**src/design/hht_pkg.sv**
```systemverilog
// Package for the host handshake and trigger control block.
// Assumes a single 20 MHz clock; all timing counts are in that clock.
package hht_pkg;
   // Clock and timing
   localparam int CLK_PERIOD_NS = 50;
   localparam int ACCESS_TIME_NS = 150;
   localparam int ACCESS_CYCLES = (ACCESS_TIME_NS + CLK_PERIOD_NS - 1) / CLK_PERIOD_NS;
   localparam int ZW_BUSY_TIME_NS = 100;
   localparam int ZW_BUSY_CYCLES = (ZW_BUSY_TIME_NS + CLK_PERIOD_NS - 1) / CLK_PERIOD_NS;
   localparam int CNT_W = 4;
   // Configuration register 1 bit positions
   localparam int CFG1_EXT_START_BIT = 7;
   localparam int CFG1_SUBSYSTEM_FLAG_IN_BIT = 8;
   // Reset values and host mode strap codes
   localparam logic RST_READY = 1'b1;
   localparam logic RST_IO_BUFFER_ENABLE_OUT = 1'b1;
   localparam logic STRAP_BUFFERED = 1'b0;
   localparam logic STRAP_TRANSPARENT = 1'b1;

   // Operating modes of the terminal
   typedef enum logic [2:0] {
      HHT_MODE_RT,
      HHT_MODE_BC,
      HHT_MODE_BC_ENH,
      HHT_MODE_WORD_MON,
      HHT_MODE_MSG_MON
   } hht_mode_t;

   // Host access handshake states
   typedef enum logic [1:0] {
      HHT_IDLE,
      HHT_ACCESS,
      HHT_DONE,
      HHT_RELEASE
   } hht_hs_t;

   // Host request bundle
   typedef struct packed {
      logic strobe_n;
      logic read;
      logic zero_wait;
   } hht_host_req_t;

   // Trigger events to the protocol core
   typedef struct packed {
      logic bc_start;
      logic wtg_advance;
      logic mon_start;
   } hht_trig_t;
endpackage : hht_pkg

```
**src/design/hht_edge_det.sv**
```systemverilog
// Rising edge detector on a synchronous input.
// Assumes the input is already synchronous to i_clk.
`timescale 1ns/1ps
`default_nettype none
module hht_edge_det
   import hht_pkg::*;
(
   input wire logic i_clk,     // Clock
   input wire logic i_reset_n, // Async reset, low
   input wire logic i_level,   // Level watched
   output logic o_rise         // One-cycle pulse on rise
);
   typedef struct packed {
      logic prev;
      logic rise;
   } hht_ed_st_t;
   hht_ed_st_t st_r;
   hht_ed_st_t st_nxt;

   // Next state
   always_comb begin
      st_nxt = st_r;
      st_nxt.prev = i_level;
      st_nxt.rise = i_level & ~st_r.prev;
   end

   // State register; prev resets high so a level high at release is no edge
   always_ff @(posedge i_clk or negedge i_reset_n) begin
      if (!i_reset_n) begin
         st_r <= '{prev: 1'b1, rise: 1'b0};
      end else begin
         st_r <= st_nxt;
      end
   end

   assign o_rise = st_r.rise;
endmodule : hht_edge_det
`default_nettype wire

```
**src/design/hht_host_ctrl.sv**
```systemverilog
// Host handshake and trigger control: ready handshake, I/O enable,
// host mode strap, subsystem flag and external trigger handling.
// Assumes host pins are synchronous to i_clk and the host keeps strobe low
// until ready goes low in nonzero-wait mode.
`timescale 1ns/1ps
`default_nettype none
module hht_host_ctrl
   import hht_pkg::*;
#(
   parameter int ACCESS_CNT = ACCESS_CYCLES,  // Internal access length
   parameter int ZW_BUSY_CNT = ZW_BUSY_CYCLES // Zero-wait busy length
)
(
   input wire logic i_clk,                  // 20 MHz clock
   input wire logic i_reset_n,              // Async reset, low
   input wire logic i_host_port_mode_strap, // 0 buffered, 1 transparent
   input wire hht_host_req_t i_host_req,    // Strobe, direction, wait mode
   input wire logic [15:0] i_rd_data,       // Internal read data
   input wire hht_mode_t i_mode,            // Terminal operating mode
   input wire logic [15:0] i_cfg1_wr_data,  // Config reg 1 write value
   input wire logic i_cfg1_wr,              // Config reg 1 write strobe
   input wire logic i_subsystem_flag_in_n,  // Flag input, active low
   input wire logic i_wait_trigger_instr,   // Executing wait-trigger
   output logic o_host_ready_out_n,         // Ready handshake, low asserted
   output logic o_io_buffer_enable_out_n,   // I/O enable, low asserted
   output logic [15:0] o_host_data,         // Data to host
   output logic o_store_strobe,             // Write data store pulse
   output logic o_transparent,              // Host mode is transparent
   output logic o_cfg1_subsystem_flag_in,              // Bit 8 read-back
   output logic o_status_subsystem_flag_in,            // Transmitted status flag bit
   output hht_trig_t o_trig                 // Trigger events
);
   // The shared pin: trigger in BC, enhanced BC and word monitor, flag in RT
   wire logic trig_level = i_subsystem_flag_in_n;
   logic trig_rise;

   typedef struct packed {
      hht_hs_t hs;
      logic [CNT_W-1:0] cnt;
      logic ready_n;
      logic io_buffer_enable_out_n;
      logic [15:0] data;
      logic store;
      logic transparent;
      logic strap_taken;
      logic cfg1_ext_start;
      logic cfg1_subsystem_flag_in;
      logic status_subsystem_flag_in;
      logic wtg_pending;
      hht_trig_t trig;
      logic zw;
   } hht_st_t;
   hht_st_t st_r;
   hht_st_t st_nxt;

   ////////////////////////////////////////////////////////////////////////
   // Trigger edge detect
   hht_edge_det u_trig_edge (
      .i_clk(i_clk),
      .i_reset_n(i_reset_n),
      .i_level(trig_level),
      .o_rise(trig_rise)
   );

   ////////////////////////////////////////////////////////////////////////
   // Next-state logic
   always_comb begin
      st_nxt = st_r;
      st_nxt.store = 1'b0;
      st_nxt.trig = '0;

      // Strap caught once after reset release
      if (!st_r.strap_taken) begin
         st_nxt.transparent = (i_host_port_mode_strap == STRAP_TRANSPARENT);
         st_nxt.strap_taken = 1'b1;
      end

      // Config reg 1 fields hold the written value only
      if (i_cfg1_wr) begin
         st_nxt.cfg1_ext_start = i_cfg1_wr_data[CFG1_EXT_START_BIT];
         st_nxt.cfg1_subsystem_flag_in = i_cfg1_wr_data[CFG1_SUBSYSTEM_FLAG_IN_BIT];
      end

      // Status flag: bit 8 low means set, one means cleared; low pin sets it anyway in RT
      st_nxt.status_subsystem_flag_in = ~st_nxt.cfg1_subsystem_flag_in
         | ((i_mode == HHT_MODE_RT) & ~i_subsystem_flag_in_n);

      // Trigger events per mode; message monitor ignores the pin
      unique case (i_mode)
         HHT_MODE_BC: begin
            st_nxt.trig.bc_start = trig_rise & st_r.cfg1_ext_start;
            st_nxt.wtg_pending = 1'b0;
         end
         HHT_MODE_BC_ENH: begin
            // Stall on the instruction until the edge comes
            if (i_wait_trigger_instr && trig_rise) begin
               st_nxt.trig.wtg_advance = 1'b1;
            end
            st_nxt.wtg_pending = i_wait_trigger_instr & ~trig_rise;
         end
         HHT_MODE_WORD_MON: begin
            st_nxt.trig.mon_start = trig_rise & st_r.cfg1_ext_start;
            st_nxt.wtg_pending = 1'b0;
         end
         HHT_MODE_MSG_MON: begin
            st_nxt.wtg_pending = 1'b0;
         end
         HHT_MODE_RT: begin
            st_nxt.wtg_pending = 1'b0;
         end
         default: begin
            // Unused mode codes act on nothing
            st_nxt.wtg_pending = 1'b0;
         end
      endcase

      // Host access handshake
      unique case (st_r.hs)
         HHT_IDLE: begin
            st_nxt.ready_n = RST_READY;
            st_nxt.io_buffer_enable_out_n = RST_IO_BUFFER_ENABLE_OUT;
            if (!i_host_req.strobe_n) begin
               st_nxt.hs = HHT_ACCESS;
               st_nxt.zw = i_host_req.zero_wait & ~st_r.transparent;
               st_nxt.io_buffer_enable_out_n = 1'b0;
               st_nxt.cnt = '0;
               if (i_host_req.zero_wait && !st_r.transparent) begin
                  st_nxt.ready_n = 1'b0;
               end
            end
         end
         HHT_ACCESS: begin
            st_nxt.cnt = st_r.cnt + 1'b1;
            if (st_r.zw) begin
               if (st_r.cnt == CNT_W'(ZW_BUSY_CNT - 1)) begin
                  st_nxt.hs = HHT_RELEASE;
                  st_nxt.io_buffer_enable_out_n = 1'b1;
                  st_nxt.store = ~i_host_req.read;
                  st_nxt.data = i_rd_data;
               end
            end else if (st_r.cnt == CNT_W'(ACCESS_CNT - 1)) begin
               st_nxt.hs = HHT_DONE;
               st_nxt.io_buffer_enable_out_n = 1'b1;
               st_nxt.ready_n = 1'b0;
               st_nxt.data = i_rd_data;
               st_nxt.store = ~i_host_req.read;
            end
         end
         HHT_DONE: begin
            // Host keeps strobe low until ready seen low
            if (i_host_req.strobe_n) begin
               st_nxt.ready_n = 1'b1;
               st_nxt.hs = HHT_IDLE;
            end
         end
         HHT_RELEASE: begin
            st_nxt.ready_n = 1'b1;
            if (i_host_req.strobe_n) begin
               st_nxt.hs = HHT_IDLE;
            end
         end
      endcase
   end

   ////////////////////////////////////////////////////////////////////////
   // State register
   always_ff @(posedge i_clk or negedge i_reset_n) begin
      if (!i_reset_n) begin
         st_r <= '{hs: HHT_IDLE, cnt: '0, ready_n: RST_READY, io_buffer_enable_out_n: RST_IO_BUFFER_ENABLE_OUT,
                   data: '0, store: 1'b0, transparent: STRAP_BUFFERED,
                   strap_taken: 1'b0, cfg1_ext_start: 1'b0, cfg1_subsystem_flag_in: 1'b0,
                   status_subsystem_flag_in: 1'b0, wtg_pending: 1'b0, trig: '0, zw: 1'b0};
      end else begin
         st_r <= st_nxt;
      end
   end

   // Outputs straight from state flops
   assign o_host_ready_out_n = st_r.ready_n;
   assign o_io_buffer_enable_out_n = st_r.io_buffer_enable_out_n;
   assign o_host_data = st_r.data;
   assign o_store_strobe = st_r.store;
   assign o_transparent = st_r.transparent;
   assign o_cfg1_subsystem_flag_in = st_r.cfg1_subsystem_flag_in;
   assign o_status_subsystem_flag_in = st_r.status_subsystem_flag_in;
   assign o_trig = st_r.trig;

   ////////////////////////////////////////////////////////////////////////
   // Assertions
   property p_rt_flag;
      @(posedge i_clk) disable iff (!i_reset_n)
      (i_mode == HHT_MODE_RT && !i_subsystem_flag_in_n) |=> o_status_subsystem_flag_in;
   endproperty
   a_rt_flag: assert property (p_rt_flag) else $error("status flag not set");

   property p_cfg_readback;
      @(posedge i_clk) disable iff (!i_reset_n)
      (!i_cfg1_wr && $past(i_cfg1_wr) == 1'b0) |=> $stable(o_cfg1_subsystem_flag_in);
   endproperty
   a_cfg_readback: assert property (p_cfg_readback) else $error("bit 8 changed without write");

   property p_bc_start;
      @(posedge i_clk) disable iff (!i_reset_n)
      o_trig.bc_start |-> $past(i_mode == HHT_MODE_BC) && $past(trig_level, 2) && !$past(trig_level, 3);
   endproperty
   a_bc_start: assert property (p_bc_start) else $error("bc start without edge");

   property p_wtg;
      @(posedge i_clk) disable iff (!i_reset_n)
      o_trig.wtg_advance |-> $past(trig_rise) && $past(i_wait_trigger_instr);
   endproperty
   a_wtg: assert property (p_wtg) else $error("advance without trigger");

   property p_mon_start;
      @(posedge i_clk) disable iff (!i_reset_n)
      o_trig.mon_start |-> $past(i_mode == HHT_MODE_WORD_MON) && $past(st_r.cfg1_ext_start);
   endproperty
   a_mon_start: assert property (p_mon_start) else $error("monitor start wrong");

   property p_msg_mon;
      @(posedge i_clk) disable iff (!i_reset_n)
      (i_mode == HHT_MODE_MSG_MON) |=> (o_trig == '0);
   endproperty
   a_msg_mon: assert property (p_msg_mon) else $error("trigger acted in message monitor");

   property p_ready_nzw;
      @(posedge i_clk) disable iff (!i_reset_n)
      (st_r.hs == HHT_IDLE && !i_host_req.strobe_n && (!i_host_req.zero_wait || st_r.transparent))
      |=> o_host_ready_out_n ##ACCESS_CNT !o_host_ready_out_n;
   endproperty
   a_ready_nzw: assert property (p_ready_nzw) else $error("ready timing wrong");

   property p_ready_release;
      @(posedge i_clk) disable iff (!i_reset_n)
      (st_r.hs == HHT_DONE && i_host_req.strobe_n) |=> o_host_ready_out_n;
   endproperty
   a_ready_release: assert property (p_ready_release) else $error("ready stuck low");

   property p_io_buffer_enable_out;
      @(posedge i_clk) disable iff (!i_reset_n)
      !o_io_buffer_enable_out_n |-> (st_r.hs == HHT_ACCESS);
   endproperty
   a_io_buffer_enable_out: assert property (p_io_buffer_enable_out) else $error("io enable low outside access");
endmodule : hht_host_ctrl
`default_nettype wire

```
**config.mk**
```make
export PLATFORM = sky130hd
export DESIGN_NAME = hht_host_ctrl
export DESIGN_NICKNAME = d
export VERILOG_FILES = /design/src/design/hht_pkg.sv /design/src/design/hht_edge_det.sv /design/src/design/hht_host_ctrl.sv
export SDC_FILE = /design/constraint.sdc
export NUM_CORES = 1
export LEC_CHECK = 0
export BUFFER_PORTS_ARGS = -buffer_cell sky130_fd_sc_hd__buf_2
export CORE_AREA = 2 2 65 67
export CTS_BUF_LIST = sky130_fd_sc_hd__clkbuf_8
export CTS_CLUSTER_DIAMETER = 60
export DETAILED_ROUTE_END_ITERATION = 10
export DIE_AREA = 0 0 67 69
export HOLD_SLACK_MARGIN = 0.08
export PLACE_DENSITY = 0.71
export SLEW_MARGIN = 15
export SYNTH_ARGS = -nofsm -noshare
export SYNTH_HDL_FRONTEND = slang
export SYNTH_HIERARCHICAL = 1
export SYNTH_SLANG_ARGS = --single-unit
```
**constraint.sdc**
```tcl
create_clock -name i_clk -period 1.5 [get_ports i_clk]
set_input_delay 0 -clock i_clk [delete_from_list [all_inputs] [get_ports i_clk]]
set_output_delay 0 -clock i_clk [all_outputs]
set_load 0.02 [all_outputs]
```
==> results.tsv, run 1 <==
metric	value	unit
CP required	1.66	ns
Seq pwr share	37.5	%
DP HPWL	2377	um
post-CTS setup buffers	0	
Final Slew Violations	0	
CTS HTree Levels	2	
Placed Instance Area	1902	um2
critical path depth	6	
Die Height	69	um
pin count of the biggest net entering global routing	37	
CP Launch Type	flop	
EDFF count, synth	0	
die area	4623	um2
Logic pwr share	46.0	%
Internal	2.694	mW
Initial Util	42.04	%
Site Rows	23	
# Max-Cap Violations	0	
CTS tree	done	
Crit path max-delay family	multiplexers	
sequential area share after synthesis	54.98	%
DRT Pass-1 Iters	4	
Syn Std Cell Area	1645	um2
Post-Syn Area per Cell	12.96	um2
WL final	3732	um
insertion delay to the later sink of the worst-skew pair	0.28	ns
Sw Share	35.92	%
crit path max-delay cell type	dfrtp_1	
post-route setup slack	-0.1215	ns
Congestion Overflow GR	0	
FF+latch area	904.6	um2
element type at the critical path end	flop	
core footprint	3914	um2
Wirelength per Cell	14.58	um
Worst Hold Class	input pin to async pin	
Clock Pin Slew Worst Setup and Hold Paths	0.06	ns
Synth area leader	dfrtp_1	
CTS Sinks	36	
clock share of power	16.5	%
fillers	328	
Nets	252	
Syn. warnings	6	
Fin. Hold Viols	0	
simple-gate share of the synthesized area	9.125	%
Worst IR Drop VDD	1.005	mV
most frequent cell on the critical path	mux2_4	
RD Place Congestion	0.7399	
# IOs	69	
synth top area cells	dfrtp_1, buf_4, mux2_4, mux2_2, dfstp_2	
failing checks	setup timing	
Peak Freq	616.7	MHz
gr usage total	17.06	%
Root Buffer Master	clkbuf_8	
top_reg_cell synth	dfrtp_1	
Netlist cell types	29	
worst r2r path cells	6	
drt drc	0	
Slew Limit Headroom	48.22	%
Setup CP Type	flop to flop	
outcome	finished with violations	
PortBufs	54	
syn nets	174	
Critical Path Source	st_r[29]$_DFFE_PN0P_	
global-route wire length before repair	6044	um
Slew @ Worst Pin	0.7767	ns
CP Cell Sequence	inv_1 -> ha_2 -> mux2_4 -> nand4_4 -> buf_12 -> mux2_4	
skew final	0.008737	ns
net load switching power	1.510	mW
initial antenna violation count	0	
RSZ-0062 raised after global routing	yes	
crit path max fanout	7	
Clock Tree Buf Depth	2	
area delta synth->final	42.28	%
Inserted Diodes	0	
final hold slack	0.3360	ns
Yosys reg bits	36	
Async SR Flop Fraction	100.0	%
worst r2r src	st_r[29]$_DFFE_PN0P_	
post-route cell area	2341	um2
mux contribution to synthesized area	16.35	%
vias in the first global route	1387	
Reg2Reg Setup Slack	-0.12	ns
pwr/cell area	1796	nW/um2
Mapped Cells	127	
final count of negative-setup-slack endpoints	16	
Leakage Power	1.168	nW
Reg-to-Reg End	o_host_data[10]$_DFFE_PN0P_	
Via Count	1234	
Final Cycle Share	108.1	%
vias per cell	4.820	
Num CTS Buffers	5	
min cycle time layout	1.622	ns
Initial DRC Count	45	
post-synthesis adder-cell area fraction	2.281	%
crit path DAT	1.78	ns
share of layout cells above drive strength 1	47.09	%
Antenna Nets Post-Route	0	
Synth Area in XOR/XNOR	0	%
Compound-Gate Fraction of Synth Area	5.932	%
area occupied by multi-input gates	593.1	um2
Die X	67	um
critical path buffer and inverter count	2	
crit-path max cell delay	0.39	ns
largest family of logic cells by synthesized area	multiplexers	
fin util	59.81	%
area fraction of the dominant cell type after synthesis	50.19	%
-- final cells by class --
class	instances	share of cell area [%]
flip-flops and latches	36	38.64
repair buffers	93	28.59
multi-input cells	64	25.33
clock buffers	6	3.528
well taps	50	2.672
inverters	5	0.8017
clock inverters	2	0.4276
-- synthesized netlist by cell type, types with 2 or more instances --
master / instances
inv_1: 5
nor2b_1: 2
buf_2: 2
o21ai_0: 10
ha_1: 3
mux2_4: 9
buf_4: 19
nand3_1: 3
nor3_1: 3
nor4b_1: 2
mux2_2: 11
dfrtp_1: 33
nor2_1: 4
dfstp_2: 3
nand2_1: 4
-- worst max path at each step --
stage                                  endpoint  slack (ns)
floorplan            o_host_data[0]$_DFFE_PN0P_       -0.13
global placement     o_host_data[8]$_DFFE_PN0P_       -0.09
detailed placement  o_host_data[13]$_DFFE_PN0P_       -0.13
CTS                  o_host_data[6]$_DFFE_PN0P_       -0.12
global route        o_host_data[10]$_DFFE_PN0P_       -0.17
finish              o_host_data[10]$_DFFE_PN0P_       -0.12
-- flip-flops by register name, indices dropped and copies added, names as in the netlist --
register / cells
o_host_data: 16
st_r: 9
o_trig: 3
o_cfg1_subsystem_flag_in: 1
o_host_ready_out_n: 1
o_io_buffer_enable_out_n: 1
o_status_subsystem_flag_in: 1
o_store_strobe: 1
o_transparent: 1
u_trig_edge/o_rise: 1
u_trig_edge/st_r: 1
-- cell usage in the layout (no fill, tap or decap), drive strengths merged, types with 2 or more instances in the layout --
master       count
dlygate4sd3     31
inv              5
o21ai           10
clkbuf           6
nand3            3
nor2             4
nor3             3
ha               3
dfrtp           33
clkinv           2
nor4b            2
nor2b            3
dfstp            3
mux2            20
buf             62
nand2            4
-- logic make-up after synthesis --
kind of cell / count (synthesis)
simple gates: 23
fa+ha+maj: 3
flops: 36
buf+inv: 27
other cells: 1
mux: 21
compound gates: 16
-- what timing repair did --
action / CTS / global route
endpoints found under the hold margin: 62 / 0
hold buffers: 31 / 0
pin swaps: 0 / 0
gates resized for setup: 10 / 0
setup endpoints to repair: 16 / 16
-- metal layers --
layer	wire (um)	track usage [%]
met1	1410	16.70
met2	2102	33.11
met3	166	3.589
met4	52	6.576
met5	0	0
-- stage by stage --
step	setup TNS (ns)	std cells	setup WS (ns)	total power, mW
4_1_cts	-1.821	256	-0.1214	4.212
3_3_place_gp	-1.170	217	-0.08526	3.230
6_report	-1.761	256	-0.1215	4.204
5_1_grt	-2.522	256	-0.1727	4.449
3_5_place_dp	-1.816	217	-0.1315	3.328
2_1_floorplan	-1.128	127	-0.1274	2.993
-- power by group through the flow --
stage                     combinational (mW)  sequential [mW]  clock [mW]
after CTS                               1.94             1.56       0.715
after global routing                    2.08             1.62       0.753
after floorplan                         1.42             1.57           0
after global placement                  1.69             1.54           0
after detailed placement                1.76             1.57           0
final                                   1.93             1.58       0.692
(Power assumes the default switching activity.)
==> inputs of run 2 (changes only) <==
--- a/config.mk
+++ b/config.mk
@@ -5,12 +5,13 @@
 export SDC_FILE = /design/constraint.sdc
 export NUM_CORES = 1
 export LEC_CHECK = 0
+export ABC_AREA = 1
 export BUFFER_PORTS_ARGS = -buffer_cell sky130_fd_sc_hd__buf_2
-export CORE_AREA = 2 2 65 67
+export CORE_AREA = 2 2 66 68
 export CTS_BUF_LIST = sky130_fd_sc_hd__clkbuf_8
 export CTS_CLUSTER_DIAMETER = 60
 export DETAILED_ROUTE_END_ITERATION = 10
-export DIE_AREA = 0 0 67 69
+export DIE_AREA = 0 0 68 70
 export HOLD_SLACK_MARGIN = 0.08
 export PLACE_DENSITY = 0.71
 export SLEW_MARGIN = 15
==> run 2 against run 1 <==
Compared with the run above:
- clock skew decreased by 0.0065 ns
- hold slack worse by 0.18 ns
- total power up 4.9%
- global-route usage down 1.1 points
- the flow now finishes without violations
- cell count rose by 29%
- critical endpoint is now o_host_data[13]$_DFFE_PN0P_
==> results.tsv, run 2 <==
metric	value	unit	change
outcome	complete, no violations		was finished with violations
CP required	1.68	ns	was 1.66 ns
Wirelength per Cell	11.61	um	was 14.58 um
initial antenna violation count	0		unchanged
vias in the first global route	1356		was 1387
area fraction of the dominant cell type after synthesis	47.38	%	was 50.19%
RD Place Congestion	0.8038		was 0.7399
Site Rows	24		was 23
Initial Util	42.06	%	was 42.04%
Mapped Cells	192		was 127
Leakage Power	1.301	nW	was 1.168 nW
vias per cell	4.523		was 4.820
Num CTS Buffers	5		unchanged
Reg2Reg Setup Slack	0.05	ns	was -0.12 ns
syn nets	239		was 174
EDFF count, synth	0		unchanged
crit path max fanout	5		was 7
Root Buffer Master	clkbuf_8		unchanged
global-route wire length before repair	5802	um	was 6044 um
Slew @ Worst Pin	0.5809	ns	was 0.7767 ns
Nets	323		was 252
Initial DRC Count	50		was 45
CTS HTree Levels	2		unchanged
final count of negative-setup-slack endpoints	0		was 16
Critical Path Source	st_r[29]$_DFFE_PN0P_		unchanged
top_reg_cell synth	dfrtp_1		unchanged
worst r2r src	st_r[29]$_DFFE_PN0P_		unchanged
pin count of the biggest net entering global routing	19		was 37
core footprint	4144	um2	was 3914 um2
fin util	60.14	%	was 59.81%
Congestion Overflow GR	0		unchanged
Final Cycle Share	96.38	%	was 108.1%
crit-path max cell delay	0.44	ns	was 0.39 ns
Antenna Nets Post-Route	0		unchanged
DP Worst Slack	0.06488	ns	was -0.1315 ns
TNS Setup	0	ns	was -1.761 ns
CP endpoint	o_host_data[13]$_DFFE_PN0P_		was o_host_data[10]$_DFFE_PN0P_
Peak Freq	691.7	MHz	was 616.7 MHz
Worst Hold Class	input pin to async pin		unchanged
insertion delay to the later sink of the worst-skew pair	0.28	ns	about the same
Reg-to-Reg End	o_host_data[13]$_DFFE_PN0P_		was o_host_data[10]$_DFFE_PN0P_
Slew Limit Headroom	60.86	%	was 48.22%
Pwr Total	4.409	mW	was 4.204 mW
critical path depth	8		was 6
Yosys reg bits	36		unchanged
Synth top cells by count	nand2_1, dfrtp_1, nand3_1		was dfrtp_1, buf_4, mux2_2
DRT Pass-1 Iters	4		unchanged
die area	4760	um2	was 4623 um2
area delta synth->final	43.00	%	was 42.28%
sequential area share after synthesis	51.90	%	was 54.98%
Final Slew Violations	0		unchanged
crit path max-delay cell type	dfrtp_2		was dfrtp_1
crit path DAT	1.62	ns	was 1.78 ns
WL final	3821	um	was 3732 um
Crit path max-delay family	flip-flops		was multiplexers
Die Height	70	um	was 69 um
gr usage total	15.95	%	was 17.06%
Setup CP Type	flop to flop		unchanged
Async SR Flop Fraction	100.0	%	unchanged
Post-Syn Area per Cell	9.078	um2	was 12.96 um2
Clock Tree Buf Depth	2		unchanged
CP Cell Sequence	inv_1 -> ha_2 -> nand2_4 -> o21ai_4 -> buf_4 -> nand2_2 -> nand2_1 -> nand2_1		was inv_1 -> ha_2 -> mux2_4 -> nand4_4 -> buf_12 -> mux2_4
fillers	354		was 328
Worst IR Drop VDD	0.7437	mV	was 1.005 mV
CP Launch Type	flop		unchanged
# IOs	69		unchanged
Die X	68	um	was 67 um
CTS tree	done		unchanged
count leader, synth	nand2_1		was dfrtp_1
RSZ-0062 raised after global routing	no		was yes
pwr/cell area	1769	nW/um2	was 1796 nW/um2
most frequent cell on the critical path	nand2_1		was mux2_4
max reg flops	16		unchanged
# Max-Cap Violations	0		unchanged
synth top area cells	dfrtp_1, nand2_1, buf_4, nand3_1, dfstp_2		was dfrtp_1, buf_4, mux2_4, mux2_2, dfstp_2
Netlist cell types	23		was 29
Inserted Diodes	0		unchanged
critical path buffer and inverter count	2		unchanged
post-route setup slack	0.05427	ns	was -0.1215 ns
Via Count	1488		was 1234
Syn. warnings	6		unchanged
skew final	0.002194	ns	was 0.008737 ns
min cycle time layout	1.446	ns	was 1.622 ns
drt drc	0		unchanged
commonest non-fill, non-tap cell in the layout	nand2_1		was buf_2
PortBufs	54		unchanged
commonest non-fill, non-tap cells in the layout	nand2_1, buf_2, dfrtp_1		was buf_2, dfrtp_1, dlygate4sd3_1
element type at the critical path end	flop		unchanged
share of layout cells above drive strength 1	34.30	%	was 47.09%
CTS Sinks	36		unchanged
Synth area leader	dfrtp_1		unchanged
Fin. Hold Viols	0		unchanged
Syn Std Cell Area	1743	um2	was 1645 um2
DP HPWL	2350	um	was 2377 um
Clock Pin Slew Worst Setup and Hold Paths	0.07	ns	was 0.06 ns
worst r2r path cells	8		was 6
==> run 2: cell count changes in the layout (fill, tap and decap cells not counted), sizes merged, moves of 5 or more <==
cell	before	now
nor2	4	12
buf	62	67
inv	5	13
nand2	4	60
nand3	3	23
mux2	20	3
==> run 2: repair_timing <==
action,in CTS,in global routing
gates resized for setup,0,5
hold buffers,31,0
endpoints found under the hold margin,64,0
setup endpoints to repair,0,16
setup buffers,0,9
==> run 2: logic make-up (layout without fill, tap and decap cells) <==
group                    count (synthesis)  count (layout)  synth area share [%]
AO/OA/AOI/OAI                           13              13                 4.738
XOR/XNOR                                 1               1                0.5026
adder cells (fa/ha/maj)                  3               3                 2.154
buffers and inverters                   37             120                 13.07
flip-flops                              36              36                 51.90
multiplexers                             3               3                 1.938
other                                    1               1                0.2152
AND/OR/NAND/NOR                         98             100                 25.48
==> run 2: worst min-delay path by stage <==
| stage | start | endpoint | slack (ns) | cells after the start |
|---|---|---|---|---|
| 3_3_place_gp | i_reset_n | st_r[7]$_DFFE_PN0P_ | -0.07 | 1 |
| 4_1_cts | i_reset_n | st_r[8]$_DFF_PN0_ | 0.15 | 2 |
| 6_report | i_reset_n | st_r[7]$_DFFE_PN0P_ | 0.15 | 2 |
| 2_1_floorplan | i_reset_n | o_cfg1_subsystem_flag_in$_DFF_PN0_ | -0.30 | 0 |
| 5_1_grt | i_reset_n | o_host_data[7]$_DFFE_PN0P_ | 0.18 | 2 |
| 3_5_place_dp | i_reset_n | st_r[7]$_DFFE_PN0P_ | -0.06 | 1 |
==> run 2: where the power goes <==
group,internal (mW),leakage (nW),switching [mW]
clock network,0.492,0.0541,0.348
logic,0.832,0.805,1.20
registers,1.32,0.442,0.214
==> run 2: area by class of cell <==
class / instances / area [um2] / share of cell area (%)
multi-input combinational: 121 / 641.9 / 25.75
clock buffer: 5 / 68.82 / 2.761
clock inverter: 3 / 42.54 / 1.707
sequential: 36 / 905.9 / 36.35
timing repair buffer: 99 / 719.4 / 28.87
inverter: 13 / 48.80 / 1.958
tap: 52 / 65.06 / 2.610
==> run 2: worst reg2reg max path, cell delays in order (launching register included) <==
cell and delay [ns]:
dfrtp_2 0.44, inv_1 0.07, ha_2 0.19, nand2_4 0.07
o21ai_4 0.17, buf_4 0.15, nand2_2 0.11, nand2_1 0.09
nand2_1 0.05
==> run 2: routing by layer <==
metal / routed length, um / share of wire (%) / track usage [%]
met5: 0 / 0 / 0
met4: 36 / 0.94 / 6.000
met3: 142 / 3.7 / 3.865
met2: 1955 / 51 / 26.43
met1: 1687 / 44 / 19.68
==> run 2: metrics by stage <==
step / instances / instance area, um2 / hold WS (ns)
floorplan: 192 / 1743 / -0.2956
global placement: 278 / 1942 / -0.06811
detailed placement: 278 / 1942 / -0.06491
CTS: 317 / 2364 / 0.1545
global route: 329 / 2492 / 0.1804
finish: 329 / 2492 / 0.1516
==> inputs of run 3 (changes only) <==
--- a/config.mk
+++ b/config.mk
@@ -7,15 +7,14 @@
 export LEC_CHECK = 0
 export ABC_AREA = 1
 export BUFFER_PORTS_ARGS = -buffer_cell sky130_fd_sc_hd__buf_2
-export CORE_AREA = 2 2 66 68
+export CORE_AREA = 3 3 67 69
 export CTS_BUF_LIST = sky130_fd_sc_hd__clkbuf_8
 export CTS_CLUSTER_DIAMETER = 60
 export DETAILED_ROUTE_END_ITERATION = 10
-export DIE_AREA = 0 0 68 70
+export DIE_AREA = 0 0 70 72
 export HOLD_SLACK_MARGIN = 0.08
 export PLACE_DENSITY = 0.71
 export SLEW_MARGIN = 15
 export SYNTH_ARGS = -nofsm -noshare
 export SYNTH_HDL_FRONTEND = slang
-export SYNTH_HIERARCHICAL = 1
 export SYNTH_SLANG_ARGS = --single-unit
==> run 3 against run 2 <==
Compared with the run above:
- combinational power is 11% lower
- fmax is 2.0% higher
- clock skew increased by 0.0024 ns
- first-iteration DRC count decreased by 34%
- critical path type unchanged
==> results.tsv, run 3 <==
metric	value	unit	change
CP Cell Sequence	inv_1 -> ha_2 -> nand2_4 -> o21ai_4 -> buf_6 -> nand3_1 -> nand2_1		was inv_1 -> ha_2 -> nand2_4 -> o21ai_4 -> buf_4 -> nand2_2 -> nand2_1 -> nand2_1
CP required	1.72	ns	was 1.68 ns
WL final	3556	um	was 3821 um
Synth area leader	dfrtp_1		unchanged
Logic pwr share	45.1	%	was 46.1%
Antenna Nets Post-Route	0		unchanged
sequential area share after synthesis	51.98	%	was 51.90%
Netlist cell types	23		unchanged
Mapped Cells	192		unchanged
crit path DAT	1.64	ns	was 1.62 ns
Site Rows	23		was 24
commonest non-fill, non-tap cells in the layout	nand2_1, buf_2, dfrtp_1		unchanged
share of layout cells above drive strength 1	31.46	%	was 34.30%
Num CTS Buffers	5		unchanged
Leakage Power	1.238	nW	was 1.301 nW
Initial Util	43.82	%	was 42.06%
commonest non-fill, non-tap cell in the layout	nand2_1		unchanged
DRT Pass-1 Iters	4		unchanged
pin count of the biggest net entering global routing	37		was 19
Synth top cells by count	nand2_1, dfrtp_1, nand3_1		unchanged
crit-path max cell delay	0.40	ns	was 0.44 ns
worst r2r path cells	7		was 8
vias in the first global route	1449		was 1356
min cycle time layout	1.417	ns	was 1.446 ns
PortBufs	54		unchanged
skew final	0.004564	ns	was 0.002194 ns
Slew @ Worst Pin	0.7746	ns	was 0.5809 ns
EDFF count, synth	0		unchanged
post-route insts no fill	317		was 329
Peak Freq	705.6	MHz	was 691.7 MHz
Final Cycle Share	94.48	%	was 96.38%
crit path max-delay cell type	dfrtp_1		was dfrtp_2
Yosys reg bits	36		unchanged
Nets	313		was 323
crit path max fanout	12		was 5
# Max-Cap Violations	0		unchanged
initial antenna violation count	0		unchanged
Reg2Reg Setup Slack	0.08	ns	was 0.05 ns
Final Slew Violations	0		unchanged
CTS tree	done		unchanged
Wirelength per Cell	11.22	um	was 11.61 um
Slew Limit Headroom	48.36	%	was 60.86%
element type at the critical path end	flop		unchanged
Die X	70	um	was 68 um
pwr/cell area	1691	nW/um2	was 1769 nW/um2
critical path depth	7		was 8
Worst IR Drop VDD	0.7454	mV	was 0.7437 mV
count leader, synth	nand2_1		unchanged
vias per cell	4.565		was 4.523
Clock Pin Slew Worst Setup and Hold Paths	0.07	ns	about the same
top_reg_cell synth	dfrtp_1		unchanged
DP Cell Count	275		was 278
area delta synth->final	35.80	%	was 43.00%
area fraction of the dominant cell type after synthesis	47.45	%	was 47.38%
RD Place Congestion	0.8512		was 0.8038
CTS Sinks	36		unchanged
Setup CP Type	flop to flop		unchanged
CP Launch Type	flop		unchanged
outcome	complete, no violations		unchanged
RSZ-0062 raised after global routing	yes		was no
Crit path max-delay family	flip-flops		unchanged
critical path buffer and inverter count	2		unchanged
Root Buffer Master	clkbuf_8		unchanged
Async SR Flop Fraction	100.0	%	unchanged
fin util	59.51	%	was 60.14%
gr usage total	14.90	%	was 15.95%
# IOs	69		unchanged
Internal	2.307	mW	was 2.645 mW
clock share of power	16.6	%	was 19.1%
Syn. warnings	0		was 6
CTS HTree Levels	2		unchanged
Sw Share	42.28	%	was 40.00%
Inserted Diodes	0		unchanged
syn nets	239		unchanged
Die Height	72	um	was 70 um
Fin. Hold Viols	0		unchanged
core footprint	3971	um2	was 4144 um2
Via Count	1447		was 1488
Post-Syn Area per Cell	9.065	um2	was 9.078 um2
Clock Tree Buf Depth	2		unchanged
Seq pwr share	38.3	%	was 34.8%
DP HPWL	2281	um	was 2350 um
die area	5040	um2	was 4760 um2
Reg-to-Reg End	o_host_data[4]$_DFFE_PN0P_		was o_host_data[13]$_DFFE_PN0P_
insertion delay to the later sink of the worst-skew pair	0.28	ns	about the same
net load switching power	1.690	mW	was 1.764 mW
max reg flops	16		unchanged
worst r2r src	st_r[29]$_DFFE_PN0P_		unchanged
drt drc	0		unchanged
global-route wire length before repair	6106	um	was 5802 um
final count of negative-setup-slack endpoints	0		unchanged
Syn Std Cell Area	1740	um2	was 1743 um2
Congestion Overflow GR	0		unchanged
Worst Hold Class	input pin to async pin		unchanged
synth top area cells	dfrtp_1, nand2_1, buf_4, nand3_1, dfstp_2		unchanged
Initial DRC Count	33		was 50
fillers	334		was 354
[run 3: worst max path at each step]
stage	start	end	slack, ns
2_1_floorplan	st_r[29]$_DFFE_PN0P_	o_host_data[0]$_DFFE_PN0P_	0.11
3_5_place_dp	st_r[29]$_DFFE_PN0P_	o_host_data[4]$_DFFE_PN0P_	0.09
5_1_grt	st_r[29]$_DFFE_PN0P_	o_host_data[1]$_DFFE_PN0P_	-0.02
6_report	st_r[29]$_DFFE_PN0P_	o_host_data[4]$_DFFE_PN0P_	0.08
4_1_cts	st_r[29]$_DFFE_PN0P_	o_host_data[4]$_DFFE_PN0P_	0.07
3_3_place_gp	st_r[29]$_DFFE_PN0P_	o_host_data[5]$_DFFE_PN0P_	0.11
[run 3: through the flow]
step	worst slack (ns)	setup TNS [ns]	hold slack (ns)	total power, mW	instance area [um2]
floorplan	0.1117	0	-0.2956	2.997	1740
global placement	0.1148	0	0.1170	3.156	1917
detailed placement	0.08745	0	0.1188	3.195	1917
CTS	0.07191	0	0.3569	3.944	2315
global route	-0.01734	-0.06281	0.3878	4.322	2364
finish	0.08279	0	0.3267	3.996	2364
[run 3: cell families (layout without fill, tap and decap cells)]
family	count (synthesis)	count (layout)	synth area share, %
AOI/OAI and AO/OA	13	13	4.745
and+or+nand+nor	98	98	25.38
buffers and inverters	37	112	13.08
xor gates and xnor gates	1	1	0.5033
muxes	3	3	1.941
adders and majority gates	3	3	2.157
DFF	36	36	51.98
other	1	1	0.2155
[run 3: timing repair]
action                                  CTS  global route
resized for setup                         0             6
buffers inserted                          0             3
endpoints found under the setup margin    0            16
endpoints found under the hold margin    61             0
hold buffers                             31             0
[run 3: layout make-up]
type | instances | area [um2] | area share (%)
flip-flops and latches | 36 | 904.6 | 38.27
clock inverters | 3 | 18.77 | 0.7941
inverters | 13 | 48.80 | 2.065
multi-input cells | 119 | 626.9 | 26.52
repair buffers | 91 | 633.1 | 26.79
well taps | 50 | 62.56 | 2.647
clock buffers | 5 | 68.82 | 2.912
[run 3: routing by layer]
metal | vias up | wire, um | GRT usage, %
met2 | 39 | 1788 | 26.34
met1 | 662 | 1532 | 17.25
met4 | 0 | 16 | 4.255
met3 | 3 | 219 | 5.125
met5 | - | 0 | 0
li1 | 743 | - | -
[run 3: power by group through the flow]
stage	clock, mW	combinational, mW	sequential (mW)
floorplan	0	1.45	1.54
global placement	0	1.63	1.53
detailed placement	0	1.66	1.54
CTS	0.701	1.72	1.52
global route	0.726	2.02	1.58
finish	0.664	1.80	1.53
